File: src/rtl/aabr_pkg.sv
// Operation
// (RULE_01) Stall upstream while downstream side in reset
// (RULE_02) Bursts become singles; transfer bit0, burst ignored
// (RULE_03) Downstream transfer type bit0 always low
// (RULE_04) Downstream burst type always SINGLE
// (RULE_05) Both resets assert together
// (RULE_06) Slave reset two cycles, synchronous release
// (RULE_07) Master reset two cycles, synchronous release
// (RULE_08) Activity outputs for AHB and APB ports
// (RULE_09) Master side clock always running
// (RULE_10) Initiator id carried to both ports
// (RULE_11) Request fields cross as held registers
// (RULE_12) Semaphore, read data, response cross back registered
// (RULE_13) Issue on AHB or APB per select
// (RULE_14) Toggle semaphore, two-stage sync, data held
// (RULE_15) Pending unlock issued before next transfer
`default_nettype none
package aabr_pkg;
  localparam logic [1:0] TRANS_IDLE   = 2'h0;
  localparam logic [1:0] TRANS_NONSEQ = 2'h2;
  localparam logic [2:0] BURST_SINGLE = 3'h0;
  localparam logic       SEMA_RST     = 1'h0;
  localparam int         SYNC_STAGES  = 2;

  typedef struct packed {
    logic [31:0] addr;
    logic [3:0]  prot;
    logic [1:0]  size;
    logic        write;
    logic        lock;
    logic        needUnlock;
    logic        selApb;
  } aabr_req_t;

  typedef struct packed {
    logic [31:0] rdata;
    logic        err;
  } aabr_resp_t;

  typedef enum logic [2:0] {
    S_IDLE  = 3'b000,
    S_WDATA = 3'b001,
    S_HOLD  = 3'b010,
    S_WAIT  = 3'b011,
    S_ERR1  = 3'b100,
    S_ERR2  = 3'b101
  } aabr_sstate_t;

  typedef enum logic [2:0] {
    M_IDLE    = 3'b000,
    M_UNLOCK  = 3'b001,
    M_AADDR   = 3'b010,
    M_ADATA   = 3'b011,
    M_PSETUP  = 3'b100,
    M_PACCESS = 3'b101
  } aabr_mstate_t;
endpackage
`default_nettype wire

File: src/rtl/aabr_bridge.sv
`timescale 1ns/100ps
`default_nettype none
module aabr_bridge #(
  parameter int IdW = 1
) (
  input  wire logic              clk_sys,
  input  wire logic              srst,
  input  wire logic              mstRst,
  input  wire logic              hSel,
  input  wire logic              hSelApb,
  input  wire logic              hReady,
  input  wire logic [31:0]       hAddr,
  input  wire logic [1:0]        upstreamTransferType,
  input  wire logic [2:0]        upstreamBurstType,
  input  wire logic [2:0]        hSize,
  input  wire logic [3:0]        hProt,
  input  wire logic              hWrite,
  input  wire logic              hMastLock,
  input  wire logic [IdW-1:0]    upstreamInitiatorId,
  input  wire logic [31:0]       hWdata,
  output logic                   hReadyOut,
  output logic                   hResp,
  output logic [31:0]            hRdata,
  output logic [31:0]            hAddrM,
  output logic [1:0]             downstreamTransferType,
  output logic [2:0]             downstreamBurstType,
  output logic [2:0]             hSizeM,
  output logic [3:0]             hProtM,
  output logic                   hWriteM,
  output logic                   hMastLockM,
  output logic [31:0]            hWdataM,
  output logic [IdW-1:0]         downstreamAhbInitiatorId,
  input  wire logic              hReadyM,
  input  wire logic              hRespM,
  input  wire logic [31:0]       hRdataM,
  output logic                   pSel,
  output logic                   pEnable,
  output logic [31:0]            pAddr,
  output logic                   pWrite,
  output logic [31:0]            pWdata,
  output logic [2:0]             pProt,
  output logic [3:0]             pStrb,
  output logic [IdW-1:0]         downstreamApbInitiatorId,
  input  wire logic              pReady,
  input  wire logic              pSlvErr,
  input  wire logic [31:0]       pRdata,
  output logic                   ahbPortActive,
  output logic                   apbPortActive
);
  aabr_pkg::aabr_sstate_t sState;
  aabr_pkg::aabr_mstate_t mState;
  aabr_pkg::aabr_req_t    sReq;
  aabr_pkg::aabr_resp_t   mResp;
  logic [31:0]            sWdata;
  logic [IdW-1:0]         sId;
  logic                   sTxSema;
  logic                   sLock;
  logic                   mTxSema;
  logic                   mReady;
  logic                   mLock;
  logic [aabr_pkg::SYNC_STAGES-1:0] mSemaInS;
  logic [aabr_pkg::SYNC_STAGES-1:0] mReadyInS;
  logic [aabr_pkg::SYNC_STAGES-1:0] sSemaInM;
  logic                   accept;
  logic                   sDone;
  logic                   mPending;
  logic                   mFinish;

  // Slave side: burst beats handled one at a time
  assign accept = hSel & hReady & upstreamTransferType[1] & hReadyOut; // RULE_02
  assign sDone  = (mSemaInS[aabr_pkg::SYNC_STAGES-1] == sTxSema);
  assign hReadyOut = (sState == aabr_pkg::S_IDLE) || (sState == aabr_pkg::S_ERR2);
  assign hResp     = (sState == aabr_pkg::S_ERR1) || (sState == aabr_pkg::S_ERR2);
  assign hRdata    = mResp.rdata; // RULE_12

  always_ff @(posedge clk_sys) begin
    if (srst) begin
      mSemaInS  <= '0;
      mReadyInS <= '0;
    end else begin
      mSemaInS  <= {mSemaInS[aabr_pkg::SYNC_STAGES-2:0], mTxSema}; // RULE_14
      mReadyInS <= {mReadyInS[aabr_pkg::SYNC_STAGES-2:0], mReady};
    end
  end

  always_ff @(posedge clk_sys) begin
    if (srst) begin
      sState <= aabr_pkg::S_IDLE;
    end else begin
      case (sState)
        aabr_pkg::S_IDLE, aabr_pkg::S_ERR2: begin
          if (accept) begin
            sState <= hWrite ? aabr_pkg::S_WDATA : aabr_pkg::S_HOLD;
          end else begin
            sState <= aabr_pkg::S_IDLE;
          end
        end
        aabr_pkg::S_WDATA: sState <= aabr_pkg::S_HOLD;
        aabr_pkg::S_HOLD: begin
          if (mReadyInS[aabr_pkg::SYNC_STAGES-1]) begin // RULE_01
            sState <= aabr_pkg::S_WAIT;
          end
        end
        aabr_pkg::S_WAIT: begin
          if (sDone) begin
            sState <= mResp.err ? aabr_pkg::S_ERR1 : aabr_pkg::S_IDLE;
          end
        end
        aabr_pkg::S_ERR1: sState <= aabr_pkg::S_ERR2;
        default: sState <= aabr_pkg::S_IDLE;
      endcase
    end
  end

  // Request fields held stable until the far side answers
  always_ff @(posedge clk_sys) begin
    if (srst) begin
      sReq <= '0;
      sId  <= '0;
      sLock <= 1'b0;
    end else if (accept) begin
      sReq.addr       <= hAddr; // RULE_11
      sReq.prot       <= hProt;
      sReq.size       <= hSize[1:0];
      sReq.write      <= hWrite;
      sReq.lock       <= hMastLock;
      sReq.needUnlock <= sLock & ~hMastLock; // RULE_15
      sReq.selApb     <= hSelApb;
      sId             <= upstreamInitiatorId; // RULE_10
      sLock           <= hMastLock;
    end
  end

  always_ff @(posedge clk_sys) begin
    if (srst) begin
      sWdata <= '0;
    end else if (sState == aabr_pkg::S_WDATA) begin
      sWdata <= hWdata; // RULE_11
    end
  end

  always_ff @(posedge clk_sys) begin
    if (srst) begin
      sTxSema <= aabr_pkg::SEMA_RST;
    end else if (sState == aabr_pkg::S_HOLD && mReadyInS[aabr_pkg::SYNC_STAGES-1]) begin
      sTxSema <= ~sTxSema; // RULE_14
    end
  end

  // Master side
  assign mPending = (sSemaInM[aabr_pkg::SYNC_STAGES-1] != mTxSema);
  assign mFinish  = (mState == aabr_pkg::M_ADATA && hReadyM) ||
                    (mState == aabr_pkg::M_PACCESS && pReady);

  always_ff @(posedge clk_sys) begin
    if (mstRst) begin
      sSemaInM <= '0;
      mReady   <= 1'b0;
    end else begin
      sSemaInM <= {sSemaInM[aabr_pkg::SYNC_STAGES-2:0], sTxSema}; // RULE_14
      mReady   <= 1'b1; // RULE_01
    end
  end

  always_ff @(posedge clk_sys) begin
    if (mstRst) begin
      mState <= aabr_pkg::M_IDLE;
    end else begin
      case (mState)
        aabr_pkg::M_IDLE: begin
          if (mPending) begin
            if (sReq.needUnlock && mLock) begin
              mState <= aabr_pkg::M_UNLOCK; // RULE_15
            end else if (sReq.selApb) begin
              mState <= aabr_pkg::M_PSETUP; // RULE_13
            end else begin
              mState <= aabr_pkg::M_AADDR;
            end
          end
        end
        aabr_pkg::M_UNLOCK: mState <= sReq.selApb ? aabr_pkg::M_PSETUP : aabr_pkg::M_AADDR;
        aabr_pkg::M_AADDR:  mState <= aabr_pkg::M_ADATA;
        aabr_pkg::M_PSETUP: mState <= aabr_pkg::M_PACCESS;
        aabr_pkg::M_ADATA, aabr_pkg::M_PACCESS: begin
          if (mFinish) begin
            mState <= aabr_pkg::M_IDLE;
          end
        end
        default: mState <= aabr_pkg::M_IDLE;
      endcase
    end
  end

  always_ff @(posedge clk_sys) begin
    if (mstRst) begin
      mLock <= 1'b0;
    end else if (mState == aabr_pkg::M_IDLE && mPending) begin
      if (sReq.needUnlock && mLock) begin
        mLock <= 1'b0; // RULE_15
      end else if (!sReq.selApb) begin
        mLock <= sReq.lock;
      end
    end else if (mState == aabr_pkg::M_UNLOCK && !sReq.selApb) begin
      mLock <= sReq.lock;
    end
  end

  always_ff @(posedge clk_sys) begin
    if (mstRst) begin
      mResp   <= '0;
      mTxSema <= aabr_pkg::SEMA_RST;
    end else if (mFinish) begin
      mResp.rdata <= (mState == aabr_pkg::M_PACCESS) ? pRdata : hRdataM; // RULE_12
      mResp.err   <= (mState == aabr_pkg::M_PACCESS) ? pSlvErr : hRespM;
      mTxSema     <= ~mTxSema;
    end
  end

  assign downstreamTransferType = (mState == aabr_pkg::M_AADDR) ? aabr_pkg::TRANS_NONSEQ
                                                                 : aabr_pkg::TRANS_IDLE; // RULE_03
  assign downstreamBurstType    = aabr_pkg::BURST_SINGLE; // RULE_04
  assign hAddrM                 = sReq.addr;
  assign hSizeM                 = {1'b0, sReq.size};
  assign hProtM                 = sReq.prot;
  assign hWriteM                = sReq.write;
  assign hMastLockM             = mLock;
  assign hWdataM                = sWdata;
  assign downstreamAhbInitiatorId = sId; // RULE_10
  assign downstreamApbInitiatorId = sId;

  assign pSel    = (mState == aabr_pkg::M_PSETUP) || (mState == aabr_pkg::M_PACCESS); // RULE_13
  assign pEnable = (mState == aabr_pkg::M_PACCESS);
  assign pAddr   = sReq.addr;
  assign pWrite  = sReq.write;
  assign pWdata  = sWdata;
  assign pProt   = {~sReq.prot[0], 1'b0, sReq.prot[1]};

  always_comb begin
    pStrb = 4'h0;
    if (sReq.write) begin
      case (sReq.size)
        2'h0:    pStrb = 4'(4'h1 << sReq.addr[1:0]);
        2'h1:    pStrb = sReq.addr[1] ? 4'hc : 4'h3;
        default: pStrb = 4'hf;
      endcase
    end
  end

  // Hold high across a locked sequence so gated clocks keep running
  assign ahbPortActive = (mState == aabr_pkg::M_UNLOCK) || (mState == aabr_pkg::M_AADDR) ||
                         (mState == aabr_pkg::M_ADATA) || mLock; // RULE_08
  assign apbPortActive = pSel; // RULE_08
endmodule // aabr_bridge
`default_nettype wire

File: config.mk
export PLATFORM = sky130hd
export DESIGN_NAME = aabr_bridge
export DESIGN_NICKNAME = d
export VERILOG_FILES = /design/src/rtl/aabr_pkg.sv /design/src/rtl/aabr_bridge.sv
export SDC_FILE = /design/constraint.sdc
export NUM_CORES = 1
export LEC_CHECK = 0
export BUFFER_PORTS_ARGS = -buffer_cell sky130_fd_sc_hd__clkbuf_2
export CAP_MARGIN = 25
export CORE_AREA = 2 2 135 137
export CTS_CLUSTER_DIAMETER = 80
export DETAILED_ROUTE_END_ITERATION = 8
export DIE_AREA = 0 0 137 139
export HOLD_SLACK_MARGIN = 0.02
export MAX_ROUTING_LAYER = met4
export PLACE_DENSITY = 0.71
export SLEW_MARGIN = 20
export SYNTH_ARGS = -nofsm -noshare
export SYNTH_HDL_FRONTEND = slang
export SYNTH_SLANG_ARGS = --single-unit
File: constraint.sdc
create_clock -name clk_sys -period 1.95 [get_ports clk_sys]
set_clock_uncertainty 0.1 [all_clocks]
set_input_delay 0.195 -clock clk_sys [delete_from_list [all_inputs] [get_ports clk_sys]]
set_output_delay 0.195 -clock clk_sys [all_outputs]
set_load 0.03 [all_outputs]
==> run summary, run 1 <==
Clock transition at path regs: 60 ps
Worst Max-Slew Pin Slew: 775 ps
largest net degree at the start of global routing: 53
layout filler cell count: 1563
ANT cells: 0
combinational share of power: 0.137
DP Wirelength: 12300 µm
final antenna-violating net count: 0
clock tree root buffer cell: clkbuf_16
Period Utilization, post-route: 0.955
Arr. time, crit path: 1570 ps
CTS sink cnt: 124
run status: completed
Skew-Pair Late Insertion Delay: 420 ps
row count: 49
number of antenna violations at the first check in global routing: 0
post-synthesis cell type count: 41
final hold vios: 0
DRT Pass-1 Iters: 5
die width: 137 µm
Worst Setup Slack post-DPL: 150 ps
core area: 0.0177 mm²
worst min-delay path category: primary input to register
DR WL/cell: 15.1 µm
GR Util All Layers: 0.214
Initial Util: 0.350
post-synthesis average cell area: 7.94 µm²
share of cells above drive strength 1: 0.364
Psw: 1.85 mW
pwr dens: 738 mW/mm²
DR DRC count: 0
number of flops mapped to enable cells by yosys: 0
YS warnings: 0
power share of the clock group: 0.477
sequential area share after synthesis: 0.401
Top FF cell, synth: dfxtp_1
H-tree depth reported by CTS: 4
Die Y: 139 µm
Total Power: 6.80 mW
WS Path Type: register to primary output
die area: 0.0190 mm²
Switching Share: 0.272
Setup TNS: 0 ps
DR vias: 6577
number of global-route vias before repair: 6367
commonest cells after routing, fill and taps aside: clkbuf_2, dlygate4sd3_1, nand2_1
RSZ-0062 raised after global routing: no
fmax: 537 MHz
commonest non-fill, non-tap cell in the layout: clkbuf_2
critical path endpoint category: primary output
Flop pwr share: 0.387
final net count: 1253
crit path launch type: register
Final Setup Violations: 0
final cell count without fillers: 1342
Worst VDD drop: 0.000555 V
Tmin final: 1860 ps
placed insts: 1166
area grow syn2layout: 48.9%
Syn Inst Count: 779
# port buffers: 331
Slew headroom: 0.483
final core occ: 0.522
final WL: 20200 µm
#FFs+latches synth: 124
vias per cell: 4.90
CTS tree: built
Clock Path Buffers: 2
Starting DRT DRC Count: 316
post-route setup slack: 88.4 ps
maxcap violations: 0
area occupied by multi-input gates: 0.00239 mm²
Placer Congestion: 0.880
crit path max fanout: 11
IO Pins: 343
Storage cell area: 0.00249 mm²
CP Data Required Time: 1650 ps
area of the mapped netlist: 0.00619 mm²
first-pass GRT wire length: 31700 µm
total grt overflow: 0
max-slew violations: 0
LEAKAGE: 4.11 nW
Pint: 4.95 mW
Synth async-reset ratio: 0
CTS Buf Count: 17
==> cell families (layout without fill, tap and decap cells) <==
logic type,after synthesis,after routing,share of synthesized area
xor+xnor,6,6,0.00971
flops,124,124,0.401
other cells,1,6,0.000606
buf+inv,212,541,0.221
compound gates,175,175,0.170
simple gates,261,261,0.198
==> metrics by stage <==
stage / hold slack [ps] / area, µm²
CTS: 26.1 / 9210
floorplan: 163 / 6210
global route: 69.7 / 9220
detailed placement: 321 / 7120
global placement: 316 / 7120
finish: 49.4 / 9220
==> critical path, cell delays in order (launching register included) <==
cell	delay, ps
dfxtp_4	380
buf_4	160
xor2_4	180
buf_12	150
nor2_1	80
clkbuf_4	200
==> worst paths after layout <==
check             slack [ps]      endpoint  cells after the start         start
hold reg to reg          330  mReadyInS[1]                      1  mReadyInS[0]
setup / recovery          90     hReadyOut                      5     sState[0]
setup reg to reg         170    hWdataM[4]                      4     sState[2]
hold / removal            50     mState[0]                      4        pReady
==> state kept, by name, summed over array words and instances (netlist names), 2 cells and up <==
signal     count
mState         3
sSemaInM       2
hAddrM        32
mReadyInS      2
hWdataM       32
sState         3
hRdata        32
mSemaInS       2
sReq           2
hProtM         4
hSizeM         2
==> area by class of cell <==
| class | count | area share |
|---|---|---|
| Clock buffer | 17 | 0.0462 |
| Clock inverter | 15 | 0.0193 |
| Inverter | 7 | 0.00285 |
| Multi-Input combinational cell | 448 | 0.260 |
| Sequential cell | 124 | 0.270 |
| Tap cell | 229 | 0.0311 |
| Timing Repair Buffer | 502 | 0.371 |
==> Yosys cell counts (3+ instances only) <==
library cell  instances  area share
a21oi_1              79       0.064
a311oi_1             35       0.050
and4b_1               3      0.0049
buf_2                25       0.020
buf_4               144        0.17
clkbuf_1             36       0.022
dfxtp_1             124        0.40
inv_1                 6      0.0036
nand2_1             135       0.082
nand2b_1              4      0.0040
nand3_1              45       0.036
nand4b_1              4      0.0057
nor2_1                8      0.0049
nor2b_1              11       0.011
nor3_1               37       0.030
nor4bb_1              3      0.0049
o211ai_1              4      0.0049
o21a_1                3      0.0036
o21ai_0               5      0.0040
o21ai_1              39       0.032
xor2_1                3      0.0042
==> per-layer routing <==
metal  wire, µm  GRT usage  vias up  part of all wire
met5          0          -        -                 0
met4        555     0.0966        0             0.027
met3       1480     0.0523       45             0.073
met2      10000      0.356      314              0.50
met1       8180      0.241     3049              0.40
li1           -          -     3169                 -
==> what timing repair did <==
| action | CTS | global route |
|---|---|---|
| pin swaps | 2 | 0 |
| gates resized for setup | 4 | 3 |
| buffers inserted | 2 | 0 |
| cloned | 2 | 0 |
| hold endpoints to repair | 110 | 0 |
| hold buffers | 140 | 0 |
| endpoints found under the setup margin | 2 | 2 |
==> power groups by stage <==
stage                     Sequential, mW  Combinational [mW]  Clock (mW)
after global placement              2.68               0.666           0
after global routing                2.63               0.992        3.44
after CTS                           2.63               0.910        3.32
final                               2.63               0.930        3.24
after detailed placement            2.69               0.669           0
after floorplan                     2.71               0.445           0
Note: power is estimated with default switching activity, not from simulation.
==> inputs of run 2 (changes only) <==
Settings changed: CORE_AREA 2 2 135 137 to 2 2 132 134, DIE_AREA 0 0 137 139 to 0 0 134 136, PLACE_DENSITY 0.71 to 0.73.
==> run 2 against run 1 <==
Net effect:
- register-to-register slack hardly changed
- global-route usage shrank 0.43 points
- routed wire length down 3.2%
- die area shrank 4.3%
- via count decreased by 1.2%
- fmax increased by 2.2%
- first-iteration DRC count grew 41%
- clock power decreased by 5%
- core utilization increased by 1.7 points
==> run summary, run 2 (synthesized netlist as in run 1, its figures left out) <==
run status: completed
core area: 0.0169 mm² (-4.4%)
combinational share of power: 0.137 (about the same)
Pint: 4.81 mW (-2.9%)
Clock transition at path regs: 60 ps (about the same)
r2r worst-path depth: 4 (unchanged)
Switching Share: 0.275 (+0.00314)
Skew-Pair Late Insertion Delay: 410 ps (about the same)
Placed Area: 0.00710 mm² (-0.35%)
GR Util All Layers: 0.210 (-0.00432)
H-tree depth reported by CTS: 4 (unchanged)
power share of the clock group: 0.467 (-0.010)
delay-heaviest family, CP: buffers and inverters
Hold Crit Endpoint: mState[0]
crit path launch type: register
Clock Path Buffers: 2 (unchanged)
Flop pwr share: 0.396 (+0.009)
RSZ-0062 raised after global routing: no
LEAKAGE: 4.04 nW (-1.8%)
CP max stage delay: 310 ps (-70 ps)
final net count: 1244 (-0.72%)
reg2reg end: hWdataM[17]
Tmin final: 1820 ps (-39.6 ps)
Initial Util: 0.367 (+0.0162)
Slew headroom: 0.546 (+0.0628)
crit path max fanout: 9 (-2)
Worst Max-Slew Pin Slew: 664 ps (-111 ps)
worst path cell trace: buf_4 -> xor2_4 -> buf_4 -> nor2_1 -> clkbuf_2
Final Setup Violations: 0 (unchanged)
final WL: 19600 µm (-3.2%)
DR vias: 6499 (-1.2%)
CTS Buf Count: 17 (unchanged)
Worst Setup Slack post-DPL: 169 ps (+19.2 ps)
critical path endpoint category: primary output
commonest cells after routing, fill and taps aside: clkbuf_2, dlygate4sd3_1, nand2_1
Worst R2R Setup Slack: 170 ps (about the same)
post-route setup slack: 128 ps (+39.6 ps)
DP Wirelength: 11800 µm (-4.0%)
final hold vios: 0 (unchanged)
Worst VDD drop: 0.000551 V (-0.78%)
DR DRC count: 0 (unchanged)
worst min-delay path category: primary input to register
die width: 134 µm (-2.2%)
Arr. time, crit path: 1530 ps (-40 ps)
die area: 0.0182 mm² (-4.3%)
Psw: 1.82 mW (-1.4%)
Die Y: 136 µm (-2.2%)
first-pass GRT wire length: 30000 µm (-5.2%)
final hold slack: 66.2 ps (+16.8 ps)
FF-to-FF Start: sState[0]
commonest non-fill, non-tap cell in the layout: clkbuf_2
clock tree root buffer cell: clkbuf_16
max-slew violations: 0 (unchanged)
CTS tree: built
area grow syn2layout: 47.0%
CP Data Required Time: 1650 ps (about the same)
layout filler cell count: 1509 (-3.5%)
row count: 48 (-2.0%)
Period Utilization, post-route: 0.934 (-0.0203)
critical hold path startpoint: hReadyM
largest net degree at the start of global routing: 40 (-25%)
DR WL/cell: 14.7 µm (-2.3%)
number of global-route vias before repair: 6019 (-5.5%)
Total Power: 6.63 mW (-2.5%)
total grt overflow: 0 (unchanged)
CTS sink cnt: 124 (unchanged)
Buf/Inv on CP: 3 (unchanged)
hold depth: 4 (unchanged)
final antenna-violating net count: 0 (unchanged)
Finished Cell Area: 0.00910 mm² (-1.3%)
number of antenna violations at the first check in global routing: 1 (+1)
Placer Congestion: 0.819 (-7.0%)
maxcap violations: 0 (unchanged)
# port buffers: 331 (unchanged)
pwr dens: 729 mW/mm² (-1.2%)
IO Pins: 343 (unchanged)
Worst path most repeated cell: buf_4
DRT Pass-1 Iters: 5 (unchanged)
Starting DRT DRC Count: 446 (+41%)
vias per cell: 4.89 (-0.29%)
Setup TNS: 0 ps (unchanged)
WS Path Type: register to primary output
fmax: 549 MHz (+2.2%)
Slowest-stage cell, CP: dfxtp_1
share of cells above drive strength 1: 0.358 (-0.00609)
## run 2: repair_timing
| action | in CTS | in global routing |
|---|---|---|
| resized for setup | 4 | 1 |
| hold endpoints to repair | 116 | 0 |
| buffers inserted | 0 | 0 |
| endpoints found under the setup margin | 4 | 1 |
| hold buffers | 141 | 0 |
## run 2: metal layers
layer / part of all wire / global-route usage / vias up
met1: 0.41 / 0.245 / 2995
met3: 0.077 / 0.0518 / 42
met4: 0.027 / 0.0963 / 0
li1: - / - / 3145
met5: 0 / - / -
met2: 0.49 / 0.341 / 317
## run 2: final cells by class
class,instances,area (µm²),share of cell area
clock inverters,15,153,0.0168
well taps,225,282,0.0309
multi-input cells,448,2400,0.263
inverters,7,26.3,0.00289
flip-flops and latches,124,2490,0.274
repair buffers,493,3330,0.366
diodes,1,2.50,0.000275
clock buffers,17,425,0.0468
## run 2: power groups by stage
stage | combinational [mW] | sequential [mW] | clock (mW)
finish | 0.910 | 2.63 | 3.09
global route | 0.974 | 2.63 | 3.30
CTS | 0.894 | 2.63 | 3.18
detailed placement | 0.668 | 2.68 | 0
global placement | 0.665 | 2.68 | 0
floorplan | 0.445 | 2.71 | 0
## run 2: worst max path at each step
| stage | from | end | slack (ps) | depth (start not counted) |
|---|---|---|---|---|
| after floorplan | mState[2] | pSel | 290 | 3 |
| after global placement | sState[2] | hWdataM[19] | 230 | 3 |
| after detailed placement | sState[2] | hWdataM[16] | 170 | 3 |
| after CTS | mState[2] | pEnable | 80 | 4 |
| after global routing | mState[1] | downstreamTransferType[1] | 20 | 4 |
| final | sState[0] | hReadyOut | 130 | 5 |
## run 2: worst reg2reg max path: cells and delay by family, from the launching register on
family | cells | cell delay, ps
AND/OR/NAND/NOR | 2 | 960
AO/OA/AOI/OAI | 1 | 90
buffers and inverters | 1 | 170
flip-flops | 1 | 320
## run 2: stage by stage
| step | instances | util |
|---|---|---|
| 2_1_floorplan | 784 | - |
| 3_3_place_gp | 1156 | 0.421 |
| 3_5_place_dp | 1156 | 0.421 |
| 4_1_cts | 1329 | 0.539 |
| 5_1_grt | 1330 | 0.539 |
| 6_report | 1330 | 0.539 |
==> inputs of run 3 (changes only) <==
Settings changed: CORE_AREA 2 2 132 134 to 2 2 131 133, DIE_AREA 0 0 134 136 to 0 0 133 135, PLACE_DENSITY 0.73 to 0.74.
Clock period 1.95 ns to 2.18 ns, I/O delays scaled along.
==> run 3 against run 2 <==
Net effect:
- combinational power fell by 9.7%
- first-iteration DRC count shrank 23%
- flip-flop and latch count unchanged
- final cell count decreased by 0.60%
- worst setup slack improved by 71 ps
- die area down 1.5%
- register-to-register slack improved by 50 ps
- count of clock-buffer cells in the layout stayed put
- critical path type unchanged
==> run summary, run 3 (synthesized netlist as in run 1, its figures left out) <==
fmax: 505 MHz
maxcap violations: 0 (unchanged)
Clock transition at path regs: 60 ps (about the same)
worst min-delay path category: primary input to register
Worst R2R Setup Slack: 220 ps (+50 ps)
die width: 133 µm (-0.75%)
crit path max fanout: 16 (+7)
layout filler cell count: 1379 (-8.6%)
commonest cells after routing, fill and taps aside: clkbuf_2, dlygate4sd3_1, nand2_1
final antenna-violating net count: 0 (unchanged)
DR DRC count: 0 (unchanged)
WS Path Type: register to primary output
first-pass GRT wire length: 31100 µm (+3.8%)
Arr. time, crit path: 1660 ps (+130 ps)
r2r worst-path depth: 4 (unchanged)
DP Wirelength: 12000 µm (+2.4%)
H-tree depth reported by CTS: 4 (unchanged)
RSZ-0062 raised after global routing: no
largest net degree at the start of global routing: 57 (+43%)
DRT Pass-1 Iters: 4 (-1)
FF-to-FF Start: mState[2]
Tmin final: 1980 ps
total grt overflow: 0 (unchanged)
max-slew violations: 0 (unchanged)
Die Y: 135 µm (-0.74%)
critical path endpoint category: primary output
Initial Util: 0.377 (+0.0105)
Clock Path Buffers: 2 (unchanged)
Worst Max-Slew Pin Slew: 614 ps (-50.1 ps)
final hold vios: 0 (unchanged)
DR WL/cell: 15.5 µm (+5.3%)
Worst Setup EP: pEnable
CTS tree: built
Placer Congestion: 0.791 (-3.4%)
Worst VDD drop: 0.000505 V (-8.3%)
Worst Setup SP: mState[2]
run status: completed
# port buffers: 331 (unchanged)
post-CTS setup buffer count: 0 (unchanged)
number of antenna violations at the first check in global routing: 0 (-1)
CTS Buf Count: 17 (unchanged)
DR vias: 6534 (+0.54%)
area grow syn2layout: 46.1%
reg2reg end: hRdata[8]
crit path launch type: register
clock tree root buffer cell: clkbuf_16
Starting DRT DRC Count: 343 (-23%)
area occupied by multi-input gates: 0.00239 mm² (-0.10%)
CP Data Required Time: 1860 ps (+210 ps)
row count: 47 (-2.1%)
LEAKAGE: 4.02 nW (-0.37%)
Slew headroom: 0.580 (+0.0342)
die area: 0.0180 mm² (-1.5%)
commonest non-fill, non-tap cell in the layout: clkbuf_2
final net count: 1242 (-0.16%)
pwr dens: 650 mW/mm² (-11%)
final hold slack: 68.0 ps (+1.75 ps)
Final Setup Violations: 0 (unchanged)
Skew-Pair Late Insertion Delay: 410 ps (about the same)
CTS sink cnt: 124 (unchanged)
final core occ: 0.551 (+0.0120)
number of global-route vias before repair: 6250 (+3.8%)
Storage cell area: 0.00248 mm² (-0.20%)
core area: 0.0164 mm² (-2.8%)
GR Util All Layers: 0.221 (+0.0110)
ANT cells: 0 (-1)
share of cells above drive strength 1: 0.354 (-0.00389)
final WL: 20500 µm (+4.7%)
Period Utilization, post-route: 0.909
Setup TNS: 0 ps (unchanged)
IO Pins: 343 (unchanged)
vias per cell: 4.94 (+1.1%)
==> run 3: per-stage QoR <==
| stage | cell area, µm² | power, mW | std cells | setup WS [ps] |
|---|---|---|---|---|
| 2_1_floorplan | 6210 | 2.82 | 784 | 493 |
| 3_3_place_gp | 7060 | 3.00 | 1149 | 332 |
| 3_5_place_dp | 7060 | 3.00 | 1149 | 250 |
| 4_1_cts | 9040 | 5.91 | 1322 | 181 |
| 5_1_grt | 9040 | 6.09 | 1322 | 29.9 |
| 6_report | 9040 | 5.88 | 1322 | 199 |
==> run 3: final cells by class <==
type,count,share of cell area
timing repair buffer,491,0.365
sequential,124,0.275
multi-input combinational,448,0.265
clock buffer,17,0.0470
tap,220,0.0304
clock inverter,15,0.0155
inverter,7,0.00291
==> run 3: power breakdown <==
group / total, mW / switching [mW] / internal (mW)
clock network: 2.70 / 1.12 / 1.59
logic: 0.822 / 0.442 / 0.381
registers: 2.35 / 0.0377 / 2.31
total: 5.88 / 1.60 / 4.28
==> run 3: worst min-delay path by stage <==
stage / startpoint / to / slack, ps / cells past startpoint
after detailed placement: mReadyInS[0] / mReadyInS[1] / 320 / 1
after global routing: hReadyM / mState[0] / 80 / 4
after global placement: mSemaInS[0] / mSemaInS[1] / 320 / 1
after CTS: hReadyM / mState[0] / 50 / 4
final: hReadyM / mState[0] / 70 / 4
after floorplan: mstRst / mReady / 190 / 1
==> run 3: repair_timing <==
action	CTS	global route
resized for setup	0	1
hold endpoints to repair	116	0
setup endpoints to repair	0	1
hold buffers	141	0
==> run 3: worst max-delay path, cell delays in order, from the launching register on <==
cell and delay, ps:
dfxtp_1 600, nand3b_1 180, clkinv_1 220, clkbuf_2 250
==> run 3: routing by layer <==
metal	GRT usage	up-vias	routed length [µm]
li1	-	3140	-
met1	0.255	3008	8120
met2	0.368	340	10300
met3	0.0544	46	1510
met4	0.0926	0	620
met5	-	-	0
